`src/common/gdc_pkg.sv`:
```
package gdc_pkg;
	// ***********************************************************
	// Register map and field layout
	// ***********************************************************
	localparam logic [6:0] GDC_ADDR_CTRL_TWO = 7'h1B;
	localparam logic [6:0] GDC_ADDR_CTRL_THREE = 7'h1C;
	localparam logic [15:0] GDC_CTRL_TWO_RESET = 16'h0006;
	localparam logic [15:0] GDC_CTRL_THREE_RESET = 16'h8001;
	localparam int GDC_C2_PRE_EN = 15;
	localparam int GDC_C2_MODE_LSB = 6;
	localparam int GDC_C2_LOCK_LSB = 1;
	localparam int GDC_C2_CLR = 0;
	localparam int GDC_C3_CRC_EN = 15;
	localparam int GDC_C3_WARN_REP = 14;
	localparam int GDC_C3_SSC_OFF = 12;
	localparam int GDC_C3_TRK_DLY = 10;
	localparam int GDC_C3_OT_LSB = 0;
	// Lock codes; any other code leaves the lock state alone
	localparam logic [2:0] GDC_LOCK_ON = 3'h6;
	localparam logic [2:0] GDC_LOCK_OFF = 3'h3;
	// Pump mode and overtemperature response encodings
	localparam logic [1:0] GDC_PUMP_NORMAL = 2'h0;
	localparam logic [1:0] GDC_PUMP_SW_OFF = 2'h1;
	localparam logic [1:0] GDC_PUMP_SHUT = 2'h2;
	localparam logic [1:0] GDC_PUMP_TSW_OFF = 2'h3;
	localparam logic [1:0] GDC_OT_WARN = 2'h0;
	localparam logic [1:0] GDC_OT_FAULT = 2'h1;
	// ***********************************************************
	// Frame format and timing
	// ***********************************************************
	localparam logic [5:0] GDC_FRAME_PLAIN = 6'h18;
	localparam logic [5:0] GDC_FRAME_CRC = 6'h20;
	localparam logic [5:0] GDC_CMD_LAST_BIT = 6'h07;
	localparam logic [5:0] GDC_DATA_FIRST = 6'h08;
	localparam int GDC_CLK_MHZ = 10;
	localparam int GDC_TRK_SHORT_US = 100;
	localparam int GDC_TRK_LONG_US = 250;
	localparam logic [11:0] GDC_TRK_SHORT_CYC = 12'(GDC_TRK_SHORT_US * GDC_CLK_MHZ);
	localparam logic [11:0] GDC_TRK_LONG_CYC = 12'(GDC_TRK_LONG_US * GDC_CLK_MHZ);
endpackage

```
`src/common/gdc_frame_if.sv`:
```
`timescale 1ns/10ps
interface gdc_frame_if;
	logic wr_stb;
	logic [6:0] addr;
	logic [15:0] wdata;
	logic [15:0] rdata;
	logic crc_en;
	modport link(output wr_stb, output addr, output wdata, input rdata, input crc_en);
	modport regs(input wr_stb, input addr, input wdata, output rdata, output crc_en);
endinterface

```
`src/gdc_ctrl_regs.sv`:
```
`timescale 1ns/10ps
module gdc_ctrl_regs
	import gdc_pkg::*;
(
	input wire logic clock,
	input wire logic reset,
	input wire logic sclk,
	input wire logic cs_n,
	input wire logic sdi,
	output logic sdo,
	output logic sdo_oe,
	input wire logic driver_off_pin,
	input wire logic [2:0] high_side_in,
	input wire logic [2:0] low_side_in,
	input wire logic shutdown_fault,
	input wire logic warn_event,
	input wire logic overtemp_event,
	output logic [2:0] gate_high_out,
	output logic [2:0] gate_low_out,
	output logic fault_out_n,
	output logic fault_out_n_oe,
	output logic gate_pump_en,
	output logic pump_clk_en,
	output logic pump_to_phase_switch,
	output logic trickle_switch,
	output logic trickle_pump_run,
	output logic spread_clock_off,
	output logic predriver_en
);
	typedef struct packed {
		logic pre_en;
		logic [1:0] pump_mode_sel;
		logic locked;
		logic crc_en;
		logic warn_rep;
		logic ssc_off;
		logic trk_dly;
		logic [1:0] ot_resp;
		logic fault;
		logic warn;
		logic [11:0] idle_cnt;
		logic trk_run;
		logic [2:0] gh;
		logic [2:0] gl;
		logic fault_n;
	} gdc_regs_state_type;

	gdc_regs_state_type s_q, s_d;
	gdc_frame_if frm();
	logic wr_two, wr_three, clr, fault_set, warn_set, idle;
	logic [2:0] lock_code;
	logic [11:0] trk_target;

	// ***********************************************************
	// Serial frame receiver
	// ***********************************************************
	gdc_spi_frame u_frame (
		.clock(clock),
		.reset(reset),
		.sclk(sclk),
		.cs_n(cs_n),
		.sdi(sdi),
		.sdo(sdo),
		.sdo_oe(sdo_oe),
		.frm(frm.link)
	);

	assign frm.crc_en = s_q.crc_en;

	// Read-back; reserved and unmodelled bits read as zero
	always_comb begin
		frm.rdata = 16'h0000;
		if (frm.addr == GDC_ADDR_CTRL_TWO) begin
			frm.rdata[GDC_C2_PRE_EN] = s_q.pre_en;
			frm.rdata[GDC_C2_MODE_LSB +: 2] = s_q.pump_mode_sel;
			frm.rdata[GDC_C2_LOCK_LSB +: 3] = s_q.locked ? GDC_LOCK_ON : GDC_LOCK_OFF;
		end else if (frm.addr == GDC_ADDR_CTRL_THREE) begin
			frm.rdata[GDC_C3_CRC_EN] = s_q.crc_en;
			frm.rdata[GDC_C3_WARN_REP] = s_q.warn_rep;
			frm.rdata[GDC_C3_SSC_OFF] = s_q.ssc_off;
			frm.rdata[GDC_C3_TRK_DLY] = s_q.trk_dly;
			frm.rdata[GDC_C3_OT_LSB +: 2] = s_q.ot_resp;
		end
	end

	// ***********************************************************
	// Register and fault state
	// ***********************************************************
	always_comb begin
		s_d = s_q;
		wr_two = frm.wr_stb && frm.addr == GDC_ADDR_CTRL_TWO;
		wr_three = frm.wr_stb && frm.addr == GDC_ADDR_CTRL_THREE;
		lock_code = frm.wdata[GDC_C2_LOCK_LSB +: 3];
		// Clear is a write like any other, so a lock blocks it too
		clr = wr_two && !s_q.locked && frm.wdata[GDC_C2_CLR];
		fault_set = shutdown_fault || (overtemp_event && s_q.ot_resp == GDC_OT_FAULT);
		warn_set = warn_event || (overtemp_event && s_q.ot_resp == GDC_OT_WARN);
		// A new event in the clearing cycle survives the clear
		s_d.fault = fault_set || (s_q.fault && !clr);
		s_d.warn = warn_set || (s_q.warn && !clr);
		if (wr_two) begin
			if (lock_code == GDC_LOCK_ON) begin
				s_d.locked = 1'b1;
			end else if (lock_code == GDC_LOCK_OFF) begin
				s_d.locked = 1'b0;
			end
			if (!s_q.locked) begin
				s_d.pump_mode_sel = frm.wdata[GDC_C2_MODE_LSB +: 2];
				// Enable judged against the fault held before this frame's clear
				s_d.pre_en = frm.wdata[GDC_C2_PRE_EN] && !s_q.fault;
			end
		end
		if (wr_three && !s_q.locked) begin
			s_d.crc_en = frm.wdata[GDC_C3_CRC_EN];
			s_d.warn_rep = frm.wdata[GDC_C3_WARN_REP];
			s_d.ssc_off = frm.wdata[GDC_C3_SSC_OFF];
			s_d.trk_dly = frm.wdata[GDC_C3_TRK_DLY];
			s_d.ot_resp = frm.wdata[GDC_C3_OT_LSB +: 2];
		end
		// Hardware forces the enable off while a fault or driver-off holds
		if (s_q.fault || fault_set || driver_off_pin) begin
			s_d.pre_en = 1'b0;
		end
		// Trickle pump waits for a quiet period on every gate input
		idle = !(|high_side_in) && !(|low_side_in);
		trk_target = s_q.trk_dly ? GDC_TRK_LONG_CYC : GDC_TRK_SHORT_CYC;
		if (!idle) begin
			s_d.idle_cnt = 12'h000;
			s_d.trk_run = 1'b0;
		end else if (s_q.idle_cnt != trk_target) begin
			s_d.idle_cnt = s_q.idle_cnt + 12'h001;
		end else begin
			s_d.trk_run = 1'b1;
		end
		// Gate outputs follow the inputs only while enabled
		s_d.gh = s_d.pre_en ? high_side_in : 3'h0;
		s_d.gl = s_d.pre_en ? low_side_in : 3'h0;
		s_d.fault_n = !(s_d.fault || (s_d.warn && s_d.warn_rep));
	end

	// State register, reset values taken from the documented reset words
	always_ff @(posedge clock) begin
		if (reset) begin
			s_q <= '{pre_en: GDC_CTRL_TWO_RESET[GDC_C2_PRE_EN],
				pump_mode_sel: GDC_CTRL_TWO_RESET[GDC_C2_MODE_LSB +: 2],
				locked: GDC_CTRL_TWO_RESET[GDC_C2_LOCK_LSB +: 3] == GDC_LOCK_ON,
				crc_en: GDC_CTRL_THREE_RESET[GDC_C3_CRC_EN],
				warn_rep: GDC_CTRL_THREE_RESET[GDC_C3_WARN_REP],
				ssc_off: GDC_CTRL_THREE_RESET[GDC_C3_SSC_OFF],
				trk_dly: GDC_CTRL_THREE_RESET[GDC_C3_TRK_DLY],
				ot_resp: GDC_CTRL_THREE_RESET[GDC_C3_OT_LSB +: 2],
				fault: 1'b0, warn: 1'b0, idle_cnt: 12'h000, trk_run: 1'b0,
				gh: 3'h0, gl: 3'h0, fault_n: 1'b1};
		end else begin
			s_q <= s_d;
		end
	end

	// ***********************************************************
	// Pump and pin outputs
	// ***********************************************************
	// Mode 10 is the only one that stops the pump clock
	assign pump_clk_en = s_q.pump_mode_sel != GDC_PUMP_SHUT;
	assign gate_pump_en = s_q.pump_mode_sel != GDC_PUMP_SHUT;
	assign pump_to_phase_switch = s_q.pump_mode_sel == GDC_PUMP_NORMAL ||
		s_q.pump_mode_sel == GDC_PUMP_TSW_OFF;
	// Mode 00 keeps the switch closed so bootstrap caps stay topped up
	assign trickle_switch = s_q.pump_mode_sel == GDC_PUMP_NORMAL ||
		(s_q.pump_mode_sel == GDC_PUMP_TSW_OFF && s_q.pre_en);
	assign trickle_pump_run = s_q.trk_run && gate_pump_en;
	assign spread_clock_off = s_q.ssc_off;
	assign predriver_en = s_q.pre_en;
	assign gate_high_out = s_q.gh;
	assign gate_low_out = s_q.gl;
	// Open-drain: only ever drives low
	assign fault_out_n = 1'b0;
	assign fault_out_n_oe = !s_q.fault_n;
endmodule

```
`src/gdc_spi_frame.sv`:
```
`timescale 1ns/10ps
module gdc_spi_frame
	import gdc_pkg::*;
#(
	parameter logic [7:0] CRC_POLY = 8'h07
) (
	input wire logic clock,
	input wire logic reset,
	input wire logic sclk,
	input wire logic cs_n,
	input wire logic sdi,
	output logic sdo,
	output logic sdo_oe,
	gdc_frame_if.link frm
);
	typedef struct packed {
		logic sclk;
		logic cs_n;
		logic [5:0] cnt;
		logic [31:0] sh;
		logic [15:0] tx;
		logic [6:0] addr;
		logic rd;
		logic wr_stb;
		logic [15:0] wdata;
	} gdc_spi_state_type;

	gdc_spi_state_type s_q, s_d;
	logic rise, fall, frame_ok;

	// CRC over command and data, most significant bit first
	function automatic logic [7:0] gdc_crc8(input logic [23:0] msg);
		logic [7:0] c;
		c = 8'h00;
		for (int i = 23; i >= 0; i--) begin
			if (c[7] ^ msg[i]) begin
				c = {c[6:0], 1'b0} ^ CRC_POLY;
			end else begin
				c = {c[6:0], 1'b0};
			end
		end
		return c;
	endfunction

	// ***********************************************************
	// Frame shifter
	// ***********************************************************
	// Length must match the selected format exactly, else the frame is dropped
	always_comb begin
		rise = !s_q.sclk && sclk && !cs_n;
		fall = s_q.sclk && !sclk && !cs_n;
		frame_ok = frm.crc_en ? (s_q.cnt == GDC_FRAME_CRC &&
			gdc_crc8(s_q.sh[31:8]) == s_q.sh[7:0]) : (s_q.cnt == GDC_FRAME_PLAIN);
		s_d = s_q;
		s_d.sclk = sclk;
		s_d.cs_n = cs_n;
		s_d.wr_stb = 1'b0;
		if (!cs_n && s_q.cs_n) begin
			s_d.cnt = 6'h00;
			s_d.tx = 16'h0000;
		end else if (cs_n && !s_q.cs_n) begin
			if (frame_ok && !s_q.rd) begin
				s_d.wr_stb = 1'b1;
				s_d.wdata = frm.crc_en ? s_q.sh[23:8] : s_q.sh[15:0];
			end
		end else begin
			if (rise) begin
				s_d.sh = {s_q.sh[30:0], sdi};
				if (s_q.cnt != 6'h3F) begin
					s_d.cnt = s_q.cnt + 6'h01;
				end
				if (s_q.cnt == GDC_CMD_LAST_BIT) begin
					s_d.rd = s_q.sh[6];
					s_d.addr = {s_q.sh[5:0], sdi};
				end
			end
			// Read data is launched on the falling edge after the command byte
			if (fall) begin
				if (s_q.cnt == GDC_DATA_FIRST) begin
					s_d.tx = frm.rdata;
				end else begin
					s_d.tx = {s_q.tx[14:0], 1'b0};
				end
			end
		end
	end

	// State register
	always_ff @(posedge clock) begin
		if (reset) begin
			s_q <= '{sclk: 1'b0, cs_n: 1'b1, cnt: 6'h00, sh: 32'h00000000, tx: 16'h0000,
				addr: 7'h00, rd: 1'b0, wr_stb: 1'b0, wdata: 16'h0000};
		end else begin
			s_q <= s_d;
		end
	end

	assign sdo = s_q.tx[15];
	assign sdo_oe = !s_q.cs_n;
	assign frm.wr_stb = s_q.wr_stb;
	assign frm.addr = s_q.addr;
	assign frm.wdata = s_q.wdata;
endmodule

```
`config.mk`:
```
export PLATFORM = sky130hd
export DESIGN_NAME = gdc_ctrl_regs
export DESIGN_NICKNAME = d
export VERILOG_FILES = /design/src/common/gdc_pkg.sv /design/src/common/gdc_frame_if.sv /design/src/gdc_ctrl_regs.sv /design/src/gdc_spi_frame.sv
export SDC_FILE = /design/constraint.sdc
export NUM_CORES = 1
export LEC_CHECK = 0
export BUFFER_PORTS_ARGS = -buffer_cell sky130_fd_sc_hd__buf_2
export CAP_MARGIN = 10
export CORE_ASPECT_RATIO = 0.6
export CORE_MARGIN = 3
export CORE_UTILIZATION = 61
export CTS_BUF_LIST = sky130_fd_sc_hd__clkbuf_16
export DETAILED_ROUTE_END_ITERATION = 12
export GPL_TIMING_DRIVEN = 0
export PLACE_DENSITY = 0.88
export SETUP_SLACK_MARGIN = 0.05
export SKIP_LAST_GASP = 1
export SLEW_MARGIN = 10
export SYNTH_ARGS = -nofsm -noshare
export SYNTH_HDL_FRONTEND = slang
export SYNTH_HIERARCHICAL = 1
export SYNTH_SLANG_ARGS = --single-unit
```
`constraint.sdc`:
```
create_clock -name clock -period 3.5 [get_ports clock]
set_clock_uncertainty 0.1 [all_clocks]
set_input_delay 0.175 -clock clock [delete_from_list [all_inputs] [get_ports clock]]
set_output_delay 0.175 -clock clock [all_outputs]
set_load 0.02 [all_outputs]
```
# --- Word level (Yosys, flattened, before mapping) ---
# Index checks and enable logic that the tools add are counted.
totals:
  ff_bits: 113
  ram_bits: 0
  word_cells: 198
  in_bits: 15
  memories: 0
  mem_bits_ro: 0
  output_inout_bits: 17
  latchBits: 0
classes:
  n_mul: 0
  n_bitwise: 51
  n_eq_ne: 14
  shift: 0
  n_addsub: 2
  reduce_logical: 59
  order_cmp: 0
  muxes: 48
  div: 0
op_table:
  columns: ["operator", "n"]
  rows:
  - ["$mux 3", 26]
  - ["$not 3->3", 23]
  - ["$mux 16", 2]
  - ["$logic_and 1x1->1", 22]
  - ["$xor 1x1->1", 18]
  - ["$mux 17", 1]
  - ["$eq 7x5->1 const B", 2]
  - ["$add 12x1->12 const B", 1]
  - ["$logic_not 1->1", 12]
  - ["$mux 1", 12]
  - ["$mux 12", 1]
  - ["$ne 12x12->1", 1]
  - ["$logic_or 1x1->1", 9]
  - ["$reduce_and 3->1", 3]
  - ["$reduce_or 3->1", 3]
  - ["$eq 8x8->1", 1]
  - ["$mux 2", 4]
  - ["$add 6x1->6 const B", 1]
  - ["$eq 6x3->1 const B", 1]
  - ["$eq 6x4->1 const B", 1]
  - ["$eq 6x5->1 const B", 1]
  - ["$eq 6x6->1 const B", 1]
  - ["$ne 6x6->1 const B", 1]
  - ["$reduce_and 2->1", 3]
  - ["other kinds (13)", 24]

# --- Depth between registers and ports, before layout ---
# Gate-level depths: netlist (run 1).
depth:
  depth_word: 52
  mapped_depth: 11
  ltp_nobuf: 9

# --- Hierarchy ---
# The synthesis (run 1) kept the hierarchy.
by_module_without_submodules:
  columns: ["module", "cells_per_inst", "seq_area_each_um2", "instances", "area_per_inst_um2"]
  rows:
  - ["gdc_spi_frame", 462, 1621.6, 1, 4167.7]
  - ["gdc_ctrl_regs", 184, 640.6, 1, 1614.0]

# --- Worst setup path before layout (run 1) ---
# Ideal clock, no wire load.
synth_path:
  path_type: "flip-flop to flip-flop"
  from: "reg u_frame/s_q[66] (netlist name)"
  to: "reg u_frame.s_q (netlist bit u_frame/frm.wdata[10])"
  n_path_buf: 2
  arrival_time_ps: 2677
  stages_incl_launch_ff: 11
  period_less_slack_ps: 2863
  setup_slack_ps: 637
  cell_sequence: "dfxtp_1 -> xnor3_1 -> xor3_1 -> xnor2_2 -> xor2_1 -> mux2i_1 -> nand4_2 -> and2_1 -> buf_6 -> buf_6 -> a211oi_1"
synth_between:
  elab_chain_cells: 21
synth_lines:
  columns: ["item", "line_no", "source"]
  rows:
  - ["from (decl)", "gdc_spi_frame.sv:28", "gdc_spi_state_type s_q, s_d;"]
  - ["from (signal assigned)", "gdc_spi_frame.sv:91", "s_q <= '{sclk: 1'b0, cs_n: 1'b1, cnt: 6'h00, sh: 32'h00000000, tx: 16'h0000,"]
  - ["$xor 1x1->1 *", "gdc_spi_frame.sv:36", "if (c[7] ^ msg[i]) begin"]
  - ["$mux 3 *", "gdc_spi_frame.sv:36", null]
  - ["$not 3->3 (no line)", null, null]
  - ["$mux 3", "gdc_spi_frame.sv:36", null]
  - ["$not 3->3 (no line) or $xor 1x1->1 (tied branches)", null, null]
  - ["$mux 3", "gdc_spi_frame.sv:36", null]
  - ["$xor 1x1->1 or $not 3->3 (tied branches)", null, null]
  - ["$mux 3", "gdc_spi_frame.sv:36", null]
  - ["[5 not listed]", null, null]
  - ["$mux 3", "gdc_spi_frame.sv:36", null]
  - ["$not 3->3 (no line)", null, null]
  - ["$mux 3", "gdc_spi_frame.sv:36", null]
  - ["$eq 8x8->1 *", "gdc_spi_frame.sv:53", "gdc_crc8(s_q.sh[31:8]) == s_q.sh[7:0]) : (s_q.cnt == GDC_FRAME_PLAIN);"]
  - ["$logic_and 1x1->1 *", "gdc_spi_frame.sv:52", "frame_ok = frm.crc_en ? (s_q.cnt == GDC_FRAME_CRC &&"]
  - ["$mux 1 *", "gdc_spi_frame.sv:52", null]
  - ["$logic_and 1x1->1 *", "gdc_spi_frame.sv:62", "if (frame_ok && !s_q.rd) begin"]
  - ["$reduce_and 3->1 (no line) *", null, null]
# Every way passes the cells marked *; elsewhere a longest branch is shown, timed or not.
# A chain may end at the register's enable or synchronous reset.

# --- Worst setup path after layout (run 1) ---
layout_path:
  from: "reg u_frame/s_q[66] (netlist name)"
  to: "reg u_frame.s_q (netlist bit u_frame/frm.wdata[6])"
# Same word-level chain as after synthesis.

==> results of run 1 <==
## sequential cells by signal (all words and copies together) (netlist names)
name and count:
u_frame/frm.wdata 10, u_frame/frm.wr_stb 1, gate_high_out 3, s_q 23
u_frame/frm.addr 7, u_frame/sdo 1, predriver_en 1, spread_clock_off 1
u_frame/s_q 56, gate_low_out 3, frm.crc_en 1
## layout make-up
type | instances | share of cell area
clock buffers | 9 | 0.03648
clock inverters | 6 | 0.01317
well taps | 112 | 0.02270
plain buffers | 59 | 0.05472
multi-input cells | 422 | 0.4700
repair buffers | 39 | 0.03891
flip-flops and latches | 107 | 0.3470
inverters | 28 | 0.01702
## where the power goes
part	switching, W	internal, W
clock	0.000439	0.000619
sequential	0.00000648	0.00123
combinational	0.0000586	0.0000344
total	0.000504	0.00188
## how the worst max path moves through the flow
stage | slack (ns) | cells after the start | to
finish | 0.28 | 10 | u_frame/frm.wdata[6]
global route | 0.1 | 9 | u_frame/frm.wdata[6]
CTS | 0.31 | 9 | u_frame/frm.wdata[6]
detailed placement | 0.35 | 9 | u_frame/frm.wdata[14]
global placement | 0.43 | 10 | u_frame/frm.wdata[12]
floorplan | 0.67 | 10 | u_frame/frm.wdata[10]
## metrics by stage
step | util | cells | total power [W]
finish | 0.7161 | 782 | 0.002383
global route | 0.7161 | 782 | 0.002447
CTS | 0.7155 | 782 | 0.002390
detailed placement | 0.6695 | 758 | 0.001342
global placement | 0.6695 | 758 | 0.001339
floorplan | - | 616 | 0.001312
## worst register-to-register path: cells and delay by family, from the launching register on
family	cells	cell delay [ns]
muxes	1	0.24
AOI/OAI and AO/OA	1	0.26
and+or+nand+nor	2	0.46
buffers and inverters	2	0.26
DFF	1	0.41
xor gates and xnor gates	4	1.41
## what timing repair did
item,CTS,global route
endpoints found under the setup margin,0,0
hold buffers,9,0
endpoints found under the hold margin,9,0
## metal layers
metal / global-route usage / up-vias / wire length (um)
li1: - / 2145 / -
met1: 0.3737 / 2107 / 5876
met2: 0.3789 / 189 / 5438
met3: 0.06452 / 29 / 998
met4: 0.05508 / 0 / 199
met5: 0 / - / 0
==> tab_implementation.tex, run 1 <==
\begin{tabular}{lr}
\hline
Metric & Value \\
\hline
\multicolumn{2}{l}{\textbf{Status}} \\
Result of the run & finished, final reports clean \\
\multicolumn{2}{l}{\textbf{Cells and area}} \\
Layout Area Growth over Synthesis & 13.09\% \\
Leading cell type in the layout, fill and taps excluded & sky130\_fd\_sc\_hd\_\_dfxtp\_1 \\
Multi-input combinational cell area & 2902 sq um \\
Most used cells in the layout excluding fill and tap cells & sky130\_fd\_sc\_hd\_\_dfxtp\_1, sky130\_fd\_sc\_hd\_\_nand2\_1, sky130\_fd\_sc\_hd\_\_nor2\_1 \\
Diode insertion count for antenna repair & 0 \\
Area of all sequential standard cells & 2142 sq um \\
Proportion of layout cells with a drive suffix above 1 & 0.1239 \\
Finished Cell Area & 6173 sq um \\
Number of nets in the final layout & 690 \\
Fillcell total & 633 \\
\multicolumn{2}{l}{\textbf{Die}} \\
Die Wd & 128.1 um \\
Core area & 8621 sq um \\
Height of the chip & 79.28 um \\
Total number of placement rows & 26 \\
Die footprint & 10,160 sq um \\
I/O pin count & 32 \\
Initial core utilization & 0.6332 \\
\multicolumn{2}{l}{\textbf{Critical path}} \\
Crit path from & u\_frame/s\_q[66] \\
Worst-case reg-to-reg path depth & 10 \\
Critical path buffers and inverters & 2 \\
Worst path most repeated cell & sky130\_fd\_sc\_hd\_\_buf\_6 \\
Critical path class & reg -> reg \\
Required time of the critical path & 3.65 ns \\
Top Family by Delay on Critical Path & XOR/XNOR gates \\
Delay of the slowest cell on the worst path & 0.49 ns \\
Startpoint of the lowest-slack register-to-register path & u\_frame/s\_q[66] \\
Cell breakdown of the critical path & xnor3\_1 > xor3\_1 > xnor2\_2 > xor2\_1 > mux2i\_1 > nand4\_2 > and2\_1 > buf\_6 > buf\_6 > a211oi\_1 \\
Sort of element at the end of the critical path & flop \\
Critical Path Start Type & flop \\
Cell with the biggest individual delay on the critical path & sky130\_fd\_sc\_hd\_\_xnor3\_1 \\
Endpoint of the most critical register-to-register path & u\_frame/frm.wdata[6] \\
Largest driver fanout on the critical path & 7 \\
Internal reg-to-reg setup slack & 0.28 ns \\
Signal arrival time at the worst endpoint & 3.37 ns \\
\multicolumn{2}{l}{\textbf{Placement}} \\
Number of buffers inserted by port buffering & 30 \\
Placed wire-length estimate & 9.062 mm \\
Placed cell areas & 5772 sq um \\
Setup slack after placement & 0.3504 ns \\
Last weighted congestion value of the routability-driven placer & 0.9164 \\
\multicolumn{2}{l}{\textbf{Route}} \\
Detailed-route vias per instance & 5.716 \\
Final wirelength & 12.51 mm \\
Number of detailed-route iterations in the first pass & 5 \\
Residual DRC count & 0 \\
Via count & 4,470 \\
Initial detailed-routing violation count & 385 \\
Number of nets with antenna violations after detailed routing & 0 \\
Routed wire length per instance & 16.00 um \\
\multicolumn{2}{l}{\textbf{Timing}} \\
Time the worst path needs with I/O delays and setup & 3.223 ns \\
Total negative setup slack & 0 ns \\
Slew @ Worst Pin & 0.9975 ns \\
Final Hold Vio Count & 0 \\
Pins over their slew limit & 0 \\
Maximum clock frequency & 310.3 MHz \\
Max-slew headroom at the worst pin & 0.3260 \\
Setup repair after global routing missed its margin & false \\
Setup Viol. Count Final & 0 \\
Smallest setup slack after layout & 0.2769 ns \\
Final worst hold slack & 0.04480 ns \\
Period Utilization, post-route & 0.9209 \\
\multicolumn{2}{l}{\textbf{Synth}} \\
Post-synthesis cell count & 610 \\
Synthesized area divided by synthesized cell count & 8.949 sq um \\
Yosys warning total & 6 \\
Summed instance area of the synthesized netlist & 5459 sq um \\
\multicolumn{2}{l}{\textbf{GRT}} \\
Number of global-route vias before repair & 4,128 \\
Global-route usage over all layers & 0.2548 \\
Largest net degree at the start of global routing & 17 \\
Overflow after GRT & 0 \\
Number of antenna violations at the first check in global routing & 0 \\
Global-route wire length before repair & 20.50 mm \\
\multicolumn{2}{l}{\textbf{Worst hold path}} \\
Classification of the worst-slack hold path & in -> reg \\
Worst Min Path Start & warn\_event \\
Number of cells on the worst hold path & 3 \\
Hold path endpoint & s\_q[0] \\
\multicolumn{2}{l}{\textbf{Pwr}} \\
Worst IR Drop VDD & 0.3041 mV \\
Power per unit of standard cell area & 386.1 nW/um\^{}2 \\
Leakage power & 2.408 nW \\
\multicolumn{2}{l}{\textbf{Clock network}} \\
Number of sinks handled by clock tree synthesis & 107 \\
TritonCTS buffer count & 9 \\
Clock slew at the register clock pins of the worst setup and hold paths & 0.07 ns \\
H-tree depth reported by CTS & 3 \\
Post-CTS setup buffer count & 0 \\
Post-cts sizing count & 0 \\
Clock tree from TritonCTS & yes \\
Maximum root-to-sink buffer count & 2 \\
Worst skew pair latency & 0.34 ns \\
Cell chosen for the clock root & sky130\_fd\_sc\_hd\_\_clkbuf\_16 \\
\multicolumn{2}{l}{\textbf{Flow run}} \\
Max-cap violations & 0 \\
\hline
\end{tabular}
(Power assumes the default switching activity.)
==> run 2, diff against run 1 <==
- CTS_CLUSTER_SIZE: default -> 20
- PLACE_DENSITY: 0.88 -> 0.8
==> tab_implementation.tex, run 2 (synthesized netlist as in run 1, its figures left out) <==
\begin{tabular}{lr}
\hline
Metric & Value \\
\hline
\multicolumn{2}{l}{\textbf{Status}} \\
Result of the run & finished, final reports clean \\
\multicolumn{2}{l}{\textbf{Die}} \\
I/O pin count & 32 (unchanged) \\
Core area & 8621 sq um (unchanged) \\
Initial core utilization & 0.6332 (unchanged) \\
Die footprint & 10,160 sq um (unchanged) \\
Die Wd & 128.1 um (unchanged) \\
Total number of placement rows & 26 (unchanged) \\
Height of the chip & 79.28 um (unchanged) \\
\multicolumn{2}{l}{\textbf{Clock network}} \\
H-tree depth reported by CTS & 3 (unchanged) \\
Number of sinks handled by clock tree synthesis & 107 (unchanged) \\
Clock slew at the register clock pins of the worst setup and hold paths & 0.07 ns (about the same) \\
Clock tree from TritonCTS & yes \\
Worst skew pair latency & 0.34 ns (about the same) \\
Cell chosen for the clock root & sky130\_fd\_sc\_hd\_\_clkbuf\_16 \\
Maximum root-to-sink buffer count & 2 (unchanged) \\
TritonCTS buffer count & 9 (unchanged) \\
\multicolumn{2}{l}{\textbf{Pwr}} \\
Net switching power & 0.0005195 W (+3.1\%) \\
Worst IR Drop VDD & 0.3039 mV (about the same) \\
Switching share of power & 0.2221 (+0.01065) \\
Combinational cell fraction of total power & 0.040 (about the same) \\
Leakage power & 2.406 nW (-0.11\%) \\
Cell-internal power & 0.001820 W (-3.2\%) \\
Share of power burned in registers & 0.527 (+0.010) \\
Clock network power share & 0.434 (-0.010) \\
Power per unit of standard cell area & 378.8 nW/um\^{}2 (-1.9\%) \\
\multicolumn{2}{l}{\textbf{Placement}} \\
Number of buffers inserted by port buffering & 30 (unchanged) \\
Placed cell areas & 5772 sq um (unchanged) \\
Last weighted congestion value of the routability-driven placer & 0.9081 (-0.91\%) \\
Placed wire-length estimate & 8.984 mm (-0.86\%) \\
Setup slack after placement & 0.2610 ns (-0.08939 ns) \\
Number of placed instances, taps included & 758 (unchanged) \\
\multicolumn{2}{l}{\textbf{Timing}} \\
Time the worst path needs with I/O delays and setup & 3.254 ns (+0.03102 ns) \\
Pins over their slew limit & 0 (unchanged) \\
Smallest setup slack after layout & 0.2459 ns (-0.03102 ns) \\
Max-slew headroom at the worst pin & 0.3697 (+0.04370) \\
Maximum clock frequency & 307.3 MHz (-0.95\%) \\
Setup repair after global routing missed its margin & false \\
Slew @ Worst Pin & 0.9324 ns (-0.06509 ns) \\
Period Utilization, post-route & 0.9297 (+0.008864) \\
Total negative setup slack & 0 ns (unchanged) \\
Final Hold Vio Count & 0 (unchanged) \\
Setup Viol. Count Final & 0 (unchanged) \\
\multicolumn{2}{l}{\textbf{Cells and area}} \\
Number of nets in the final layout & 691 (+0.14\%) \\
Layout Area Growth over Synthesis & 13.13\% (about the same) \\
Most used cells in the layout excluding fill and tap cells & sky130\_fd\_sc\_hd\_\_dfxtp\_1, sky130\_fd\_sc\_hd\_\_nand2\_1, sky130\_fd\_sc\_hd\_\_nor2\_1 \\
Number of cells in the finished layout apart from fillers & 784 (+0.26\%) \\
Leading cell type in the layout, fill and taps excluded & sky130\_fd\_sc\_hd\_\_dfxtp\_1 \\
Core Util, Final & 0.7164 (about the same) \\
Register with the highest flop count & u\_frame/s\_q \\
Diode insertion count for antenna repair & 0 (unchanged) \\
Finished Cell Area & 6176 sq um (about the same) \\
Max FFs per register & 56 (unchanged) \\
Proportion of layout cells with a drive suffix above 1 & 0.1280 (+0.004096) \\
\multicolumn{2}{l}{\textbf{Route}} \\
Routed wire length per instance & 15.58 um (-2.6\%) \\
Detailed-route vias per instance & 5.639 (-1.3\%) \\
Number of detailed-route iterations in the first pass & 5 (unchanged) \\
Via count & 4,421 (-1.1\%) \\
Residual DRC count & 0 (unchanged) \\
Number of nets with antenna violations after detailed routing & 0 (unchanged) \\
Initial detailed-routing violation count & 393 (+2.1\%) \\
Final wirelength & 12.22 mm (-2.4\%) \\
\multicolumn{2}{l}{\textbf{Critical path}} \\
Required time of the critical path & 3.64 ns (about the same) \\
Sort of element at the end of the critical path & flop \\
Largest driver fanout on the critical path & 6 (-1) \\
Cell with the biggest individual delay on the critical path & sky130\_fd\_sc\_hd\_\_xnor3\_1 \\
Worst path most repeated cell & sky130\_fd\_sc\_hd\_\_buf\_6 \\
Critical Path Start Type & flop \\
Critical path class & reg -> reg \\
Cell breakdown of the critical path & xnor3\_1 > xor3\_1 > xnor2\_2 > xor2\_1 > mux2i\_1 > nand4\_2 > and2\_1 > buf\_6 > buf\_6 > a211oi\_1 \\
Delay of the slowest cell on the worst path & 0.51 ns (+0.02 ns) \\
Worst-case reg-to-reg path depth & 10 (unchanged) \\
Signal arrival time at the worst endpoint & 3.40 ns (+0.03 ns) \\
\multicolumn{2}{l}{\textbf{Worst hold path}} \\
Number of cells on the worst hold path & 3 (unchanged) \\
Classification of the worst-slack hold path & in -> reg \\
\multicolumn{2}{l}{\textbf{GRT}} \\
Global-route wire length before repair & 20.10 mm (-2.0\%) \\
Number of global-route vias before repair & 4,170 (+1.0\%) \\
Number of antenna violations at the first check in global routing & 0 (unchanged) \\
Global-route usage over all layers & 0.2482 (-0.006628) \\
Overflow after GRT & 0 (unchanged) \\
Largest net degree at the start of global routing & 19 (+2) \\
\multicolumn{2}{l}{\textbf{Flow run}} \\
Max-cap violations & 0 (unchanged) \\
\hline
\end{tabular}
## run 2: path summary, 6_finish.rpt
kind / from / end / slack (ns)
setup / recovery: u_frame/s_q[66] / u_frame/frm.wdata[12] / 0.25
hold reg to reg: u_frame/frm.wdata[1] / u_frame/frm.wdata[1] / 0.37
hold / removal: warn_event / s_q[0] / 0.05
setup reg to reg: u_frame/s_q[66] / u_frame/frm.wdata[12] / 0.25
## run 2: metal layers
layer / wire (um) / GRT usage / up-vias
li1: - / - / 2157
met1: 5960 / 0.3570 / 2115
met2: 5303 / 0.3831 / 137
met3: 854 / 0.05847 / 12
met4: 101 / 0.04979 / 0
met5: 0 / 0 / -
## run 2: cell type report
| cell class | instances | area (sq um) |
|---|---|---|
| Clock inverter | 7 | 76.32 |
| Clock buffer | 9 | 225.2 |
| Inverter | 28 | 105.1 |
| Fill cell | 651 | 2445 |
| Sequential cell | 107 | 2142 |
| Buffer | 59 | 337.8 |
| Timing Repair Buffer | 40 | 247.7 |
| Tap cell | 112 | 140.1 |
| Multi-Input combinational cell | 422 | 2902 |
## run 2: critical path: cells and delay by family (launching register included)
family	cells	cell delay, ns
multiplexers	1	0.24
buffers and inverters	2	0.25
AO/OA/AOI/OAI	1	0.25
flip-flops	1	0.43
XOR/XNOR	4	1.45
AND/OR/NAND/NOR	2	0.43
## run 2: power groups by stage
stage | clock network (W) | logic (W) | registers, W
floorplan | 0 | 0.0000539 | 0.00126
global placement | 0 | 0.0000803 | 0.00126
detailed placement | 0 | 0.0000829 | 0.00126
CTS | 0.00103 | 0.0000910 | 0.00123
global route | 0.00107 | 0.000103 | 0.00123
finish | 0.00101 | 0.0000933 | 0.00123
## run 2: per-stage QoR
step,hold WS (ns),total power (W)
6_report,0.05401,0.002339
5_1_grt,0.04977,0.002405
4_1_cts,0.04585,0.002350
3_5_place_dp,0.3009,0.001343
3_3_place_gp,0.2926,0.001340
2_1_floorplan,0.1816,0.001312
## run 2: what timing repair did
| item | in CTS | in global routing |
|---|---|---|
| hold buffers | 9 | 0 |
| buffers inserted | 0 | 1 |
| endpoints found under the hold margin | 9 | 0 |
| resized for setup | 0 | 0 |
| setup endpoints to repair | 0 | 2 |
